File: src/pkg/aer_regs.svh
`ifndef AER_REGS_SVH
`define AER_REGS_SVH
// register byte offsets
`define AER_OFF_SEV 12'h10c
`define AER_OFF_CSTS 12'h110
`define AER_OFF_CMSK 12'h114
`define AER_OFF_CAP 12'h118
`define AER_OFF_HL0 12'h11c
`define AER_OFF_HL3 12'h128
`define AER_OFF_ISTS 12'h130
`define AER_OFF_IMSK 12'h134
// severity register layout and reset
`define AER_SEV_WMASK 32'h003ff031
`define AER_SEV_RST 32'h00062031
`define AER_SEV_SD_POS 5'h05
// correctable status and mask layout
`define AER_COR_WMASK 32'h000031c1
`define AER_CSTS_RST 32'h00000000
`define AER_CMSK_RST 32'h00002000
`define AER_COR_RXERR 0
`define AER_COR_BADTLP 6
`define AER_COR_BADDLLP 7
`define AER_COR_ROLL 8
`define AER_COR_RTO 12
`define AER_COR_ANF 13
// capabilities and control fields
`define AER_CAP_FEP_HI 4
`define AER_CAP_GEN_CAP 5
`define AER_CAP_GEN_EN 6
`define AER_CAP_CHK_CAP 7
`define AER_CAP_CHK_EN 8
`define AER_CAP_WMASK 32'h00000140
// interrupt status bits
`define AER_IRQ_COR 0
`define AER_IRQ_NF 1
`define AER_IRQ_FAT 2
`define AER_IRQ_LOG 3
`define AER_IRQ_WMASK 32'h0000000f
`endif

File: src/pkg/aer_pkg.sv
package aer_pkg;
  // one register access taken from the bus
  typedef struct packed {
    logic valid;
    logic we;
    logic [11:0] adr;
    logic [3:0] sel;
    logic [31:0] wdata;
  } reg_req_t;
  // correctable error event pulses from link and transaction layers
  typedef struct packed {
    logic rx_err;
    logic bad_tlp;
    logic bad_dllp;
    logic replay_roll;
    logic replay_tmo;
    logic advisory_nf;
  } cor_evt_t;
  // uncorrectable error report, already filtered by its own mask
  typedef struct packed {
    logic valid;
    logic [4:0] pos;
    logic [127:0] hdr;
  } unc_rpt_t;
  // error message requests toward the root complex
  typedef struct packed {
    logic cor;
    logic nonfatal;
    logic fatal;
  } err_msg_t;
endpackage : aer_pkg

File: src/logic/wb_reg_port.sv
`timescale 1ns/1ps
module wb_reg_port (
  input wire logic clk,
  input wire logic rst_n,
  input wire logic wb_cyc_i,
  input wire logic wb_stb_i,
  input wire logic wb_we_i,
  input wire logic [11:0] wb_adr_i,
  input wire logic [3:0] wb_sel_i,
  input wire logic [31:0] wb_dat_i,
  output logic [31:0] wb_dat_o,
  output logic wb_ack_o,
  output aer_pkg::reg_req_t req,
  input wire logic [31:0] rdata
);
  logic ack_ff;
  logic [31:0] dat_ff;
  // one access per cycle, never while the ack of the last is up
  assign req.valid = wb_cyc_i & wb_stb_i & ~ack_ff;
  assign req.we = wb_we_i;
  assign req.adr = {wb_adr_i[11:2], 2'h0};
  assign req.sel = wb_sel_i;
  assign req.wdata = wb_dat_i;
  assign wb_ack_o = ack_ff;
  assign wb_dat_o = dat_ff;
  // ack one cycle after the request, read data captured with it
  always_ff @(posedge clk)
  begin
    if (!rst_n)
    begin
      ack_ff <= 1'b0;
      dat_ff <= 32'h0;
    end
    else
    begin
      ack_ff <= req.valid;
      dat_ff <= (req.valid & ~wb_we_i) ? rdata : 32'h0;
    end
  end
endmodule : wb_reg_port

File: src/logic/header_log.sv
`timescale 1ns/1ps
module header_log #(
  parameter int WORDS = 4
) (
  input wire logic clk,
  input wire logic sticky_rst_n,
  input wire logic capture,
  input wire logic [WORDS*32-1:0] hdr,
  input wire logic [1:0] rd_idx,
  output logic [31:0] rd_word
);
  logic [31:0] log_ff [WORDS];
  // header byte 0 arrives in hdr[7:0]; each word keeps bytes big-endian
  genvar w;
  generate
    for (w = 0; w < WORDS; w++)
    begin : g_word
      always_ff @(posedge clk)
      begin
        if (!sticky_rst_n)
          log_ff[w] <= 32'h0;
        else if (capture)
          log_ff[w] <= {hdr[w*32 +: 8], hdr[w*32+8 +: 8],
                        hdr[w*32+16 +: 8], hdr[w*32+24 +: 8]};
      end
    end
  endgenerate
  assign rd_word = log_ff[rd_idx];
endmodule : header_log

File: src/logic/aer_severity_correctable_regs.sv
// Our own choice: the Wishbone slave port.
`timescale 1ns/1ps
`include "aer_regs.svh"
// Contract
// - severity bits 0,4,5,12-21 are writable sticky; 1 fatal, 0 non-fatal
// - severity resets fatal for bits 0,4,5,13,17,18; others non-fatal
// - surprise down severity only used on a downstream port
// - receiver error sets status bit 0; status sticky, write one clears
// - bad packet sets bit 6, bad link packet sets bit 7
// - replay counter rollover sets status bit 8
// - replay timeout sets bit 12, advisory non-fatal sets bit 13
// - masked correctable error still sets its status bit but is neither header-logged nor messaged
// - advisory non-fatal mask bit 13 resets to one
// - other correctable mask bits are writable sticky, reset zero
// - bits 4:0 hold first uncorrectable error position, sticky, reset zero
// - bit 5 reads one: end-to-end crc generation capable
// - bit 6 enables crc generation, sticky, resets zero
// - bit 7 reads one: end-to-end crc check capable
// - bit 8 enables crc checking, sticky, resets zero
// - header log keeps four big-endian header words, read-only, sticky
module aer_severity_correctable_regs #(
  parameter bit DOWNSTREAM_PORT = 1'b1,
  parameter int LOG_WORDS = 4
) (
  input wire logic clk,
  input wire logic rst_n,
  input wire logic sticky_rst_n,
  input wire logic wb_cyc_i,
  input wire logic wb_stb_i,
  input wire logic wb_we_i,
  input wire logic [11:0] wb_adr_i,
  input wire logic [3:0] wb_sel_i,
  input wire logic [31:0] wb_dat_i,
  output logic [31:0] wb_dat_o,
  output logic wb_ack_o,
  input aer_pkg::cor_evt_t cor_evt,
  input wire logic [127:0] cor_hdr,
  input aer_pkg::unc_rpt_t unc_rpt,
  input wire logic unc_pending,
  output aer_pkg::err_msg_t err_msg,
  output logic ecrc_gen_en,
  output logic ecrc_chk_en,
  output logic irq
);
  aer_pkg::reg_req_t req;
  logic [31:0] rdata;
  logic [31:0] hl_word;

  // sticky registers
  logic [31:0] sev_ff;
  logic [31:0] csts_ff;
  logic [31:0] cmsk_ff;
  logic [4:0] fep_ff;
  logic fep_lock_ff;
  logic gen_en_ff;
  logic chk_en_ff;
  // ordinary registers
  logic [31:0] ists_ff;
  logic [31:0] imsk_ff;
  aer_pkg::err_msg_t msg_ff;

  logic [31:0] nxt_sev;
  logic [31:0] nxt_csts;
  logic [31:0] nxt_cmsk;
  logic [31:0] nxt_ists;
  logic [31:0] nxt_imsk;
  logic [4:0] nxt_fep;
  logic nxt_fep_lock;
  logic nxt_gen_en;
  logic nxt_chk_en;
  aer_pkg::err_msg_t nxt_msg;

  // bus slave front end
  wb_reg_port u_port (
    .clk(clk),
    .rst_n(rst_n),
    .wb_cyc_i(wb_cyc_i),
    .wb_stb_i(wb_stb_i),
    .wb_we_i(wb_we_i),
    .wb_adr_i(wb_adr_i),
    .wb_sel_i(wb_sel_i),
    .wb_dat_i(wb_dat_i),
    .wb_dat_o(wb_dat_o),
    .wb_ack_o(wb_ack_o),
    .req(req),
    .rdata(rdata)
  );

  // address decode
  wire hit_sev = req.adr == `AER_OFF_SEV;
  wire hit_csts = req.adr == `AER_OFF_CSTS;
  wire hit_cmsk = req.adr == `AER_OFF_CMSK;
  wire hit_cap = req.adr == `AER_OFF_CAP;
  wire hit_hl = (req.adr >= `AER_OFF_HL0) && (req.adr <= `AER_OFF_HL3);
  wire hit_ists = req.adr == `AER_OFF_ISTS;
  wire hit_imsk = req.adr == `AER_OFF_IMSK;
  wire wr = req.valid & req.we;
  wire [11:0] hl_off = req.adr - `AER_OFF_HL0;
  wire [1:0] hl_idx = hl_off[3:2];

  // byte enables widened to a bit mask
  wire [31:0] be_mask = {{8{req.sel[3]}}, {8{req.sel[2]}},
                         {8{req.sel[1]}}, {8{req.sel[0]}}};
  wire [31:0] wd_be = req.wdata & be_mask;

  // writable bits only; reserved and read-only bits never change
  wire [31:0] sev_wm = be_mask & `AER_SEV_WMASK;
  wire [31:0] cmsk_wm = be_mask & `AER_COR_WMASK;
  wire [31:0] cap_wm = be_mask & `AER_CAP_WMASK;
  wire [31:0] imsk_wm = be_mask & `AER_IRQ_WMASK;

  // write-one-to-clear strobes
  wire [31:0] csts_clr = (wr && hit_csts) ? (wd_be & `AER_COR_WMASK) : 32'h0;
  wire [31:0] ists_clr = (wr && hit_ists) ? (wd_be & `AER_IRQ_WMASK) : 32'h0;

  // correctable events placed at their status positions
  logic [31:0] cor_set;
  always_comb
  begin
    cor_set = 32'h0;
    cor_set[`AER_COR_RXERR] = cor_evt.rx_err;
    cor_set[`AER_COR_BADTLP] = cor_evt.bad_tlp;
    cor_set[`AER_COR_BADDLLP] = cor_evt.bad_dllp;
    cor_set[`AER_COR_ROLL] = cor_evt.replay_roll;
    cor_set[`AER_COR_RTO] = cor_evt.replay_tmo;
    cor_set[`AER_COR_ANF] = cor_evt.advisory_nf;
  end

  // unmasked correctable events raise a message, masked ones stay silent
  wire [31:0] cor_unmasked = cor_set & ~cmsk_ff;
  wire cor_report = |cor_unmasked;
  wire cor_log = cor_unmasked[`AER_COR_BADTLP] & ~fep_lock_ff;

  // uncorrectable severity lookup by bit position
  wire [31:0] sev_classes = `AER_SEV_WMASK;
  wire pos_valid = sev_classes[unc_rpt.pos];
  wire pos_is_sd = unc_rpt.pos == `AER_SEV_SD_POS;
  // upstream port ignores surprise down and its severity bit
  wire pos_usable = pos_valid & (DOWNSTREAM_PORT | ~pos_is_sd);
  wire unc_fatal = sev_ff[unc_rpt.pos];
  wire unc_take = unc_rpt.valid & pos_usable;

  // first error capture: only when no earlier error is still pending
  wire fep_capture = unc_take & ~fep_lock_ff;
  wire log_capture = fep_capture | cor_log;
  wire [127:0] log_hdr = fep_capture ? unc_rpt.hdr : cor_hdr;

  // header log storage
  header_log #(
    .WORDS(LOG_WORDS)
  ) u_log (
    .clk(clk),
    .sticky_rst_n(sticky_rst_n),
    .capture(log_capture),
    .hdr(log_hdr),
    .rd_idx(hl_idx),
    .rd_word(hl_word)
  );

  // next values of the sticky severity and mask registers
  always_comb
  begin
    nxt_sev = sev_ff;
    nxt_cmsk = cmsk_ff;
    if (wr && hit_sev)
      nxt_sev = (sev_ff & ~sev_wm) | (req.wdata & sev_wm);
    if (wr && hit_cmsk)
      nxt_cmsk = (cmsk_ff & ~cmsk_wm) | (req.wdata & cmsk_wm);
  end

  // correctable status: a new event wins over a clear in the same cycle
  assign nxt_csts = (csts_ff & ~csts_clr) | cor_set;

  // capabilities and control next values
  always_comb
  begin
    nxt_gen_en = gen_en_ff;
    nxt_chk_en = chk_en_ff;
    if (wr && hit_cap && cap_wm[`AER_CAP_GEN_EN])
      nxt_gen_en = req.wdata[`AER_CAP_GEN_EN];
    if (wr && hit_cap && cap_wm[`AER_CAP_CHK_EN])
      nxt_chk_en = req.wdata[`AER_CAP_CHK_EN];
  end

  // pointer locks on the first error and frees once status is cleared
  always_comb
  begin
    nxt_fep = fep_ff;
    nxt_fep_lock = fep_lock_ff;
    if (fep_capture)
    begin
      nxt_fep = unc_rpt.pos;
      nxt_fep_lock = 1'b1;
    end
    else if (!unc_pending)
      nxt_fep_lock = 1'b0;
  end

  // message requests toward the root complex
  always_comb
  begin
    nxt_msg.cor = cor_report;
    nxt_msg.nonfatal = unc_take & ~unc_fatal;
    nxt_msg.fatal = unc_take & unc_fatal;
  end

  // interrupt status set by messages and log captures
  logic [31:0] irq_set;
  always_comb
  begin
    irq_set = 32'h0;
    irq_set[`AER_IRQ_COR] = nxt_msg.cor;
    irq_set[`AER_IRQ_NF] = nxt_msg.nonfatal;
    irq_set[`AER_IRQ_FAT] = nxt_msg.fatal;
    irq_set[`AER_IRQ_LOG] = log_capture;
  end
  assign nxt_ists = (ists_ff & ~ists_clr) | irq_set;
  assign nxt_imsk = (wr && hit_imsk) ? ((imsk_ff & ~imsk_wm) | (req.wdata & imsk_wm))
                                     : imsk_ff;

  // sticky state: only the sticky reset returns it to defaults
  always_ff @(posedge clk)
  begin
    if (!sticky_rst_n)
    begin
      sev_ff <= `AER_SEV_RST;
      csts_ff <= `AER_CSTS_RST;
      cmsk_ff <= `AER_CMSK_RST;
      fep_ff <= 5'h0;
      fep_lock_ff <= 1'b0;
      gen_en_ff <= 1'b0;
      chk_en_ff <= 1'b0;
    end
    else
    begin
      sev_ff <= nxt_sev;
      csts_ff <= nxt_csts;
      cmsk_ff <= nxt_cmsk;
      fep_ff <= nxt_fep;
      fep_lock_ff <= nxt_fep_lock;
      gen_en_ff <= nxt_gen_en;
      chk_en_ff <= nxt_chk_en;
    end
  end

  // ordinary state: message pulses and interrupt registers
  always_ff @(posedge clk)
  begin
    if (!rst_n || !sticky_rst_n)
    begin
      msg_ff <= '0;
      ists_ff <= 32'h0;
      imsk_ff <= 32'h0;
    end
    else
    begin
      msg_ff <= nxt_msg;
      ists_ff <= nxt_ists;
      imsk_ff <= nxt_imsk;
    end
  end

  // capabilities and control as read back
  logic [31:0] cap_rd;
  always_comb
  begin
    cap_rd = 32'h0;
    cap_rd[`AER_CAP_FEP_HI:0] = fep_ff;
    cap_rd[`AER_CAP_GEN_CAP] = 1'b1;
    cap_rd[`AER_CAP_GEN_EN] = gen_en_ff;
    cap_rd[`AER_CAP_CHK_CAP] = 1'b1;
    cap_rd[`AER_CAP_CHK_EN] = chk_en_ff;
  end

  // read mux; unmapped addresses read zero
  assign rdata = hit_sev ? (sev_ff & `AER_SEV_WMASK) :
                 hit_csts ? (csts_ff & `AER_COR_WMASK) :
                 hit_cmsk ? (cmsk_ff & `AER_COR_WMASK) :
                 hit_cap ? cap_rd :
                 hit_hl ? hl_word :
                 hit_ists ? ists_ff :
                 hit_imsk ? imsk_ff :
                 32'h0;

  // outputs
  assign err_msg = msg_ff;
  assign ecrc_gen_en = gen_en_ff;
  assign ecrc_chk_en = chk_en_ff;
  assign irq = |(ists_ff & imsk_ff);
endmodule : aer_severity_correctable_regs

File: config.mk
export PLATFORM = sky130hd
export DESIGN_NAME = aer_severity_correctable_regs
export DESIGN_NICKNAME = d
export VERILOG_FILES = /design/src/pkg/aer_pkg.sv /design/src/logic/wb_reg_port.sv /design/src/logic/header_log.sv /design/src/logic/aer_severity_correctable_regs.sv
export VERILOG_INCLUDE_DIRS = /design/src /design/src/pkg
export SDC_FILE = /design/constraint.sdc
export NUM_CORES = 1
export LEC_CHECK = 0
export CAP_MARGIN = 20
export CORE_MARGIN = 8
export CORE_UTILIZATION = 50
export CTS_CLUSTER_SIZE = 24
export DETAILED_ROUTE_END_ITERATION = 8
export DONT_BUFFER_PORTS = 1
export HOLD_SLACK_MARGIN = 0.03
export PLACE_DENSITY = 0.66
export SLEW_MARGIN = 30
export SYNTH_ARGS = -nofsm -noshare
export SYNTH_HDL_FRONTEND = slang
export SYNTH_SLANG_ARGS = --single-unit
File: constraint.sdc
create_clock -name clk -period 16.5 [get_ports clk]
set_input_delay 3.3 -clock clk [delete_from_list [all_inputs] [get_ports clk]]
set_output_delay 3.3 -clock clk [all_outputs]
set_load 0.01 [all_outputs]
* Word-level counts from Yosys, hierarchy flattened
Memories as Yosys holds them, arrays and structs flattened.
Index checks and enable logic that the tools add are counted.
** Word-level totals
- Flip-flop bits (word level) :: 204
- Bits in writable memories :: 128
- Memory bits (read-only) :: 32
- Input bits :: 323
- Output and inout bits :: 39
- Logic and storage cells :: 113
- Memories kept :: 2
** Operators by class
- $add $sub $neg :: 1
- $lt $le $gt $ge :: 3
- Eq/ne operators :: 7
- Muxes and demuxes :: 23
- Bitwise operators :: 42
- Reduce and logical (&&, ||, !) cells :: 18
** Memories
- u_log.log_ff :: depth 4, width 32, read ports 1, clocked after Yosys merged registers in 0, wr ports 4, RTL line header_log.sv:12 : logic [31:0] log_ff [WORDS];
- (name not given) :: depth 32, width 1, read ports 1, clocked after Yosys merged registers in 0, wr ports 0, RTL line aer_severity_correctable_regs.sv:136 : wire pos_valid = sev_classes[unc_rpt.pos];
** Operators with widths (count)
- 32-bit two-way mux :: 7
- 32-bit bitwise AND :: 6
- 128-bit two-way mux :: 1
- 32-bit bitwise OR :: 3
- 22-bit two-way mux :: 4
- 14-bit NOT with 32-bit output :: 2
- 4-bit NOT with 32-bit output :: 2
- 32-bit OR reduction :: 2
- 10-bit by 7-bit equality test with 1-bit output (second input constant) :: 6
- 14-bit by 32-bit bitwise AND with 32-bit output :: 1
- 32-bit by 14-bit bitwise AND with 32-bit output :: 1
- 32-bit by 22-bit bitwise AND with 32-bit output :: 1
- 32-bit by 4-bit bitwise AND with 32-bit output :: 1
- 22-bit NOT with 32-bit output :: 1
- 32-bit NOT :: 1
- 32-bit by 14-bit bitwise OR with 32-bit output :: 1
- 32-bit by 4-bit bitwise OR with 32-bit output :: 1
- 14-bit bitwise AND :: 1
- 14-bit two-way mux :: 1
- 12-bit by 9-bit >= comparator with 1-bit output (second input constant) :: 1
- 12-bit by 9-bit <= comparator with 1-bit output (second input constant) :: 1
- 1-bit bitwise AND :: 9
- 1-bit logical AND :: 9
- 1-bit two-way mux :: 8
- 13 further kinds :: 23

* Longest topological paths before layout
Gate-level depths: netlist of run 1.
- Depth in word-level cells :: 9
- Gate-level depth with buffers :: 12
- Mapped depth without buffers :: 7

* Hierarchy
A second synthesis of run 1 with hierarchy kept.
** Second synthesis, totals
- Cells, all modules :: 939
- Area, all modules :: 11175.7 um^2
** By module, submodules not included
- header_log :: times used 1, cells an instance 324, area an instance 5577.8 um^2
- aer_severity_correctable_regs :: times used 1, cells an instance 490, area an instance 4279.1 um^2
- wb_reg_port :: times used 1, cells an instance 125, area an instance 1318.8 um^2

* Least setup slack after synthesis of run 1
Ideal clock, no wire load.
- Kind :: input -> register
- From :: in unc_rpt[129] (netlist name)
- To :: mem u_log.log_ff[0][0], enable pin
- Library setup time :: 1116 ps
- Arrival time :: 6365 ps
- Data required time :: 15384 ps
- Setup slack :: 9018 ps
- Stages :: 6
- Buffers on the path :: 1
- Cells stage by stage :: clkbuf_1 -> a21oi_1 -> a21o_1 -> and3_1 -> o21ai_0 -> nand2_1
** RTL lines
- start: declaration :: RTL line aer_severity_correctable_regs.sv:38 : input aer_pkg::unc_rpt_t unc_rpt,
- end: declaration :: RTL line header_log.sv:12

* Final worst setup path of run 1
- From :: in wb_adr_i[11]
- To :: reg u_port.dat_ff[21], in the netlist u_port.wb_dat_o[21]
** On the way
- Cells in the longest elaborated chain, start to end :: 8
- Elaborated cells on any way between the ends :: 16
** Ends and longest elaborated chain
- start: declaration :: RTL line aer_severity_correctable_regs.sv:31 : input wire logic [11:0] wb_adr_i,
- branches (longest 7 deep; another with 12-bit by 9-bit >= comparator with 1-bit output)
- 22-bit two-way mux (*) :: RTL line aer_severity_correctable_regs.sv:276 : assign rdata = hit_sev ? (sev_ff & `AER_SEV_WMASK) :
- end signal: assignment :: RTL line wb_reg_port.sv:37 : dat_ff <= (req.valid & ~wb_we_i) ? rdata : 32'h0;
- end: declaration :: RTL line wb_reg_port.sv:17 : logic [31:0] dat_ff;
Mark *: on every way between the ends.
A chain may end at the register's enable or synchronous reset.

==> results.cfg, run 1 <==
[status]
outcome = completed

[synth]
yosys_warnings = 0
synth.avg_cell_area_um2 = 9.78
synthesis.nets = 1329
syn-cell-area_mm2 = 0.00980
synth.most_common_cell = nand2_1
syn_inst = 1002
ys_async_sr_fraction_pct = 0
ys_seq_area_share_pct = 54.9
yosys_most_used_dff = edfxtp_1
synth_top_area_share_pct = 39.2
synth_top_cells_by_count = nand2_1 (314), a21oi_1 (145), edfxtp_1 (128)
synth_edf_count = 128
ys_ff_latch = 205
synth_top_area_cell = edfxtp_1
synth_cell_types = 50
synth.area.top_cells = edfxtp_1 (39%), dfxtp_1 (16%), nand2_1 (12%)

[placed_design]
place.gp.congestion = 0.911
port_buffers = 0
dpl.hpwl_um = 20400
dp_cells = 1203

[clock_tree]
htree_levels = 1
clk_path_buf_depth = 3
ctsResizeCount = 0
cts_tree = done
holdBufCountCts = 0
clkTransAtPathRegs_ns = 0.06
post_cts_buffers = 0
cts_buffers = 23
root_buffer = clkbuf_16
insertion_delay_ns = 0.50
cts_num_sinks = 205

[setup_path]
critPathBufInv = 0
start_kind = primary input
crit_type = in -> reg
arrival_ns = 5.80
worst_path_most_repeated_cell = o21ai_0
r2r-end = u_port.wb_dat_o[21]
cp_slowest_cell = nor4_1
cp-startpoint = wb_adr_i[11]
crit_chain = or4_4 > nor4_1 > o21ai_0 > nand2b_4 > o21ai_0
rr_worst_depth = 5
critPathTopFamily = simple AND/OR/NAND/NOR gates
cpPeakStageDelay_ns = 0.72
r2r_slack_ns = 13.77
rr_startpoint = u_port.wb_ack_o
cp_max_fo = 21
critPathCaptureType = register
cp.required_ns = 16.92

[min_path]
hold_end = fep_lock_ff
holdPathStages = 2
worstHoldStart = fep_lock_ff
hp-class = reg -> reg

[cells_and_area]
diodes = 0
layout.nets = 1290
seq_area_mm2 = 0.00539
syn_to_final_growth_pct = 8.30
fin_util_pct = 54.9
layout-drive-gt1-share_pct = 8.78
multi_input_area_mm2 = 0.00405
stdcell_count = 1245
nFillCells = 1701

[floorplanning]
rows = 51
die_area_mm2 = 0.0243
core_mm2 = 0.0193
die_h_um = 156
die_w_um = 156
start_util_pct = 50.7
pin_count = 362

[sta]
fmax_mhz = 186
worst_pin_slew_ns = 0.931
fin_setup_tns_ns = 0
finalHoldViolations = 0
setup_viol = 0
rsz0062_at_grt = no
min_period_ns = 5.38
finClkSkew_ns = 0.00697
finalMaxSlewViolations = 0
min_period_over_period_pct = 32.6
max_slew_margin_pct = 37.3

[drt]
drtAntennaViolNets = 0
drt_iter0_drc = 551
vias_per_cell = 5.84
wirelength_um = 27500
num_vias = 7272
avgRoutedWirePerCell_um = 22.1
remaining_drc_errors = 0
drt_first_pass_iters = 5

[global_route]
grt_pass1_wl_um = 39700
overflow = 0
antenna_found_initial = 0
first_global_vias = 7114
grt_max_degree = 94
gr-usage-all-layers_pct = 21.3

[power_and_ir_drop]
powerDensity_mw_per_mm2 = 113
p_leak_uw = 0.00396
irDropWorstVdd_mv = 0.0641

[run]
drv_cap = 0
==> kinds of logic after synthesis <==
logic type / after synthesis / share of synthesized area, %
compound gates: 222 / 12.6
mux: 54 / 9.72
fa+ha+maj: 4 / 0.510
simple gates: 419 / 18.3
flops: 205 / 54.9
buf+inv: 98 / 3.94
==> tightest hold or removal path: stages (launching register included) <==
cell and delay, ns:
dfxtp_1 0.31, nand2_1 0.05, a21boi_0 0.06
==> cells in the final DEF, fill, tap and decap left out, types with 2 or more instances in the layout <==
master       n
a211oi_1     2
dfxtp_1     77
or3_1        4
mux4_2      33
nand4b_1     2
clkbuf_1     8
and3_1       3
a21oi_1    145
a221oi_1     3
clkbuf_8     2
a31oi_1      7
nor3_2       2
and2_1       3
o22ai_1      4
mux2i_1     21
a32oi_1      3
o221ai_1     2
nor2b_1     25
nand2b_1     7
a31o_2       3
o21bai_1     2
clkinv_2     6
o211ai_1     4
nand3_1     15
nor2_1      22
edfxtp_1   128
ha_1         3
a21boi_0     8
a21o_1       2
nor3_1       9
a22oi_1      2
nor4_1       3
nand4_1      2
nand2_1    313
clkbuf_16   23
buf_4        6
inv_1       28
or4_4        2
o21ai_0     29
==> metrics by stage <==
step	total power [uW]	setup slack [ns]	instance area (um^2)	hold WS [ns]
finish	1200	11.12	10600	0.463
floorplan	700	9.02	9800	0.440
global route	1240	10.94	10600	0.484
global placement	725	10.63	9910	0.452
CTS	1210	11.13	10600	0.468
detailed placement	729	10.59	9910	0.461
==> power breakdown <==
group	internal, uW	switching, uW	leakage, uW
Combinational	45.7	72.7	0.00157
Sequential	587	10.8	0.00204
Clock	282	198	0.000351
==> routing by layer <==
layer	wire [um]	GRT usage, %
met5	0	0
met4	683	6.05
met3	2520	5.60
met2	13000	34.6
met1	11300	27.4
==> worst max path at each step <==
stage	endpoint	depth (start not counted)
after global routing	u_log.log_ff[2][21]	6
after detailed placement	u_log.log_ff[2][31]	6
after global placement	u_log.log_ff[0][31]	6
final	u_port.wb_dat_o[21]	5
after CTS	u_log.log_ff[3][20]	6
after floorplan	u_log.log_ff[0][0]	6
==> cell type report <==
| type | instances | area share (%) |
|---|---|---|
| sequential | 205 | 50.7 |
| multi-input combinational | 699 | 38.1 |
| clock buffer | 33 | 5.96 |
| tap | 265 | 3.12 |
| inverter | 28 | 0.990 |
| clock inverter | 9 | 0.683 |
| timing repair buffer | 6 | 0.424 |
No activity file was read; power rests on OpenSTA's default activity.
==> run 2: changes to the inputs <==
--- a/config.mk
+++ b/config.mk
@@ -13,7 +13,7 @@
 export DETAILED_ROUTE_END_ITERATION = 8
 export DONT_BUFFER_PORTS = 1
 export HOLD_SLACK_MARGIN = 0.03
-export PLACE_DENSITY = 0.66
+export PLACE_DENSITY = 0.69
 export SLEW_MARGIN = 30
 export SYNTH_ARGS = -nofsm -noshare
 export SYNTH_HDL_FRONTEND = slang
==> constraint.sdc (replaced) <==
create_clock -name clk -period 4.4 [get_ports clk]
set_input_delay 0.88 -clock clk [delete_from_list [all_inputs] [get_ports clk]]
set_output_delay 0.88 -clock clk [all_outputs]
set_load 0.01 [all_outputs]
==> results.cfg, run 2 (synthesis results as in run 1) <==
[sta]
finalHoldViolations = 0
fin_setup_tns_ns = 0
setup_viol = 0
worst_pin_slew_ns = 0.923
finalMaxSlewViolations = 0
rsz0062_at_grt = no
min_period_over_period_pct = 59.1
finClkSkew_ns = 0.0108
max_slew_margin_pct = 38.5
min_period_ns = 2.60
fmax_mhz = 385
setup_slack_ns = 1.80

[drt]
drt_iter0_drc = 638
remaining_drc_errors = 0
avgRoutedWirePerCell_um = 21.9
drtAntennaViolNets = 0
wirelength_um = 27300
num_vias = 7335
vias_per_cell = 5.88
drt_first_pass_iters = 5

[floorplanning]
pin_count = 362
core_mm2 = 0.0193
rows = 51
die_area_mm2 = 0.0243
die_h_um = 156
die_w_um = 156
start_util_pct = 50.7

[placed_design]
dp_worst_setup_slack_ns = 1.15
place.gp.congestion = 0.887
port_buffers = 0
dpl.hpwl_um = 20000

[clock_tree]
insertion_delay_ns = 0.50
post_cts_buffers = 0
cts_tree = done
ctsResizeCount = 0
htree_levels = 1
clk_path_buf_depth = 3
root_buffer = clkbuf_16
holdBufCountCts = 0
clkTransAtPathRegs_ns = 0.06
cts_buffers = 23
cts_num_sinks = 205

[setup_path]
cp_max_fo = 83
crit_chain = nand2b_1 > a21o_1 > and3_1 > o21ai_0 > nand2_8 > buf_16
crit_type = in -> reg
cp.required_ns = 4.59
r2r_slack_ns = 2.18
cp-startpoint = unc_rpt[130]
cpPeakStageDelay_ns = 0.61
critPathCaptureType = register
cp_slowest_cell = o21ai_0
arrival_ns = 2.79
rr_worst_depth = 4
start_kind = primary input
r2r-end = u_log.log_ff[1][13]

[power_and_ir_drop]
netSwitchingFraction_pct = 22.7
powerDensity_mw_per_mm2 = 431
switchingPower_uw = 1050
p_comb_share_pct = 9.7
p_int_uw = 3580
clkPwrFrac_pct = 41.9
seqPwrFrac_pct = 48.3
irDropWorstVdd_mv = 0.301
p_leak_uw = 0.00402

[global_route]
overflow = 0
antenna_found_initial = 2
first_global_vias = 6986
grt_max_degree = 129
grt_pass1_wl_um = 39600
gr-usage-all-layers_pct = 21.2

[cells_and_area]
syn_to_final_growth_pct = 9.70
multi_input_area_mm2 = 0.00405
layout.nets = 1292
final_common_cell = nand2_1
seq_area_mm2 = 0.00539
final_cell_mix = nand2_1 (313), a21oi_1 (145), edfxtp_1 (128)
layout-drive-gt1-share_pct = 9.07
nFillCells = 1699

[min_path]
holdPathStages = 1
worstHoldStart = sticky_rst_n
hp-class = in -> reg

[status]
outcome = completed

[run]
drv_cap = 0
run 2: area by class of cell:
| cell class | instances | area share (%) |
|---|---|---|
| multi-input combinational | 699 | 37.7 |
| inverter | 28 | 0.977 |
| sequential | 205 | 50.1 |
| timing repair buffer | 8 | 0.977 |
| clock inverter | 10 | 1.16 |
| tap | 265 | 3.08 |
| antenna | 1 | 0.0233 |
| clock buffer | 31 | 6.01 |
run 2: power by group through the flow:
stage	sequential [uW]	combinational, uW	clock [uW]
after detailed placement	2290	447	0
final	2240	452	1940
after floorplan	2270	354	0
after global placement	2280	441	0
after CTS	2240	448	1980
after global routing	2250	498	2050
run 2: worst max-delay path: cells and delay by family:
family	cells	cell delay (ns)
AOI/OAI and AO/OA	2	0.81
buffers and inverters	1	0.36
and+or+nand+nor	3	0.68
run 2: layer usage:
layer	global-route usage, %	vias to the layer above	share of wire (%)
met2	34.0	378	48
met5	0	-	0.044
li1	-	3444	-
met4	5.96	2	2.4
met3	5.90	53	9.5
met1	27.5	3458	40
run 2: metrics by stage:
stage          std cells  total power [uW]  hold WS (ns)  util [%]  cell area [um^2]
6_report            1247              4630         0.452      55.6             10800
5_1_grt             1246              4800         0.441      55.6             10800
4_1_cts             1245              4670         0.439      55.5             10700
3_5_place_dp        1204              2730         0.463      51.5              9950
3_3_place_gp        1204              2720         0.453      51.5              9950
2_1_floorplan       1002              2620         0.440         -              9810
run 2: how the worst max path moves through the flow:
stage,end,slack [ns],depth (start not counted)
3_5_place_dp,u_log.log_ff[3][31],1.15,5
6_report,u_log.log_ff[0][11],1.80,6
3_3_place_gp,u_log.log_ff[3][15],1.18,5
5_1_grt,u_log.log_ff[0][10],1.68,6
2_1_floorplan,u_log.log_ff[0][0],0.60,6
4_1_cts,u_log.log_ff[2][19],1.66,5
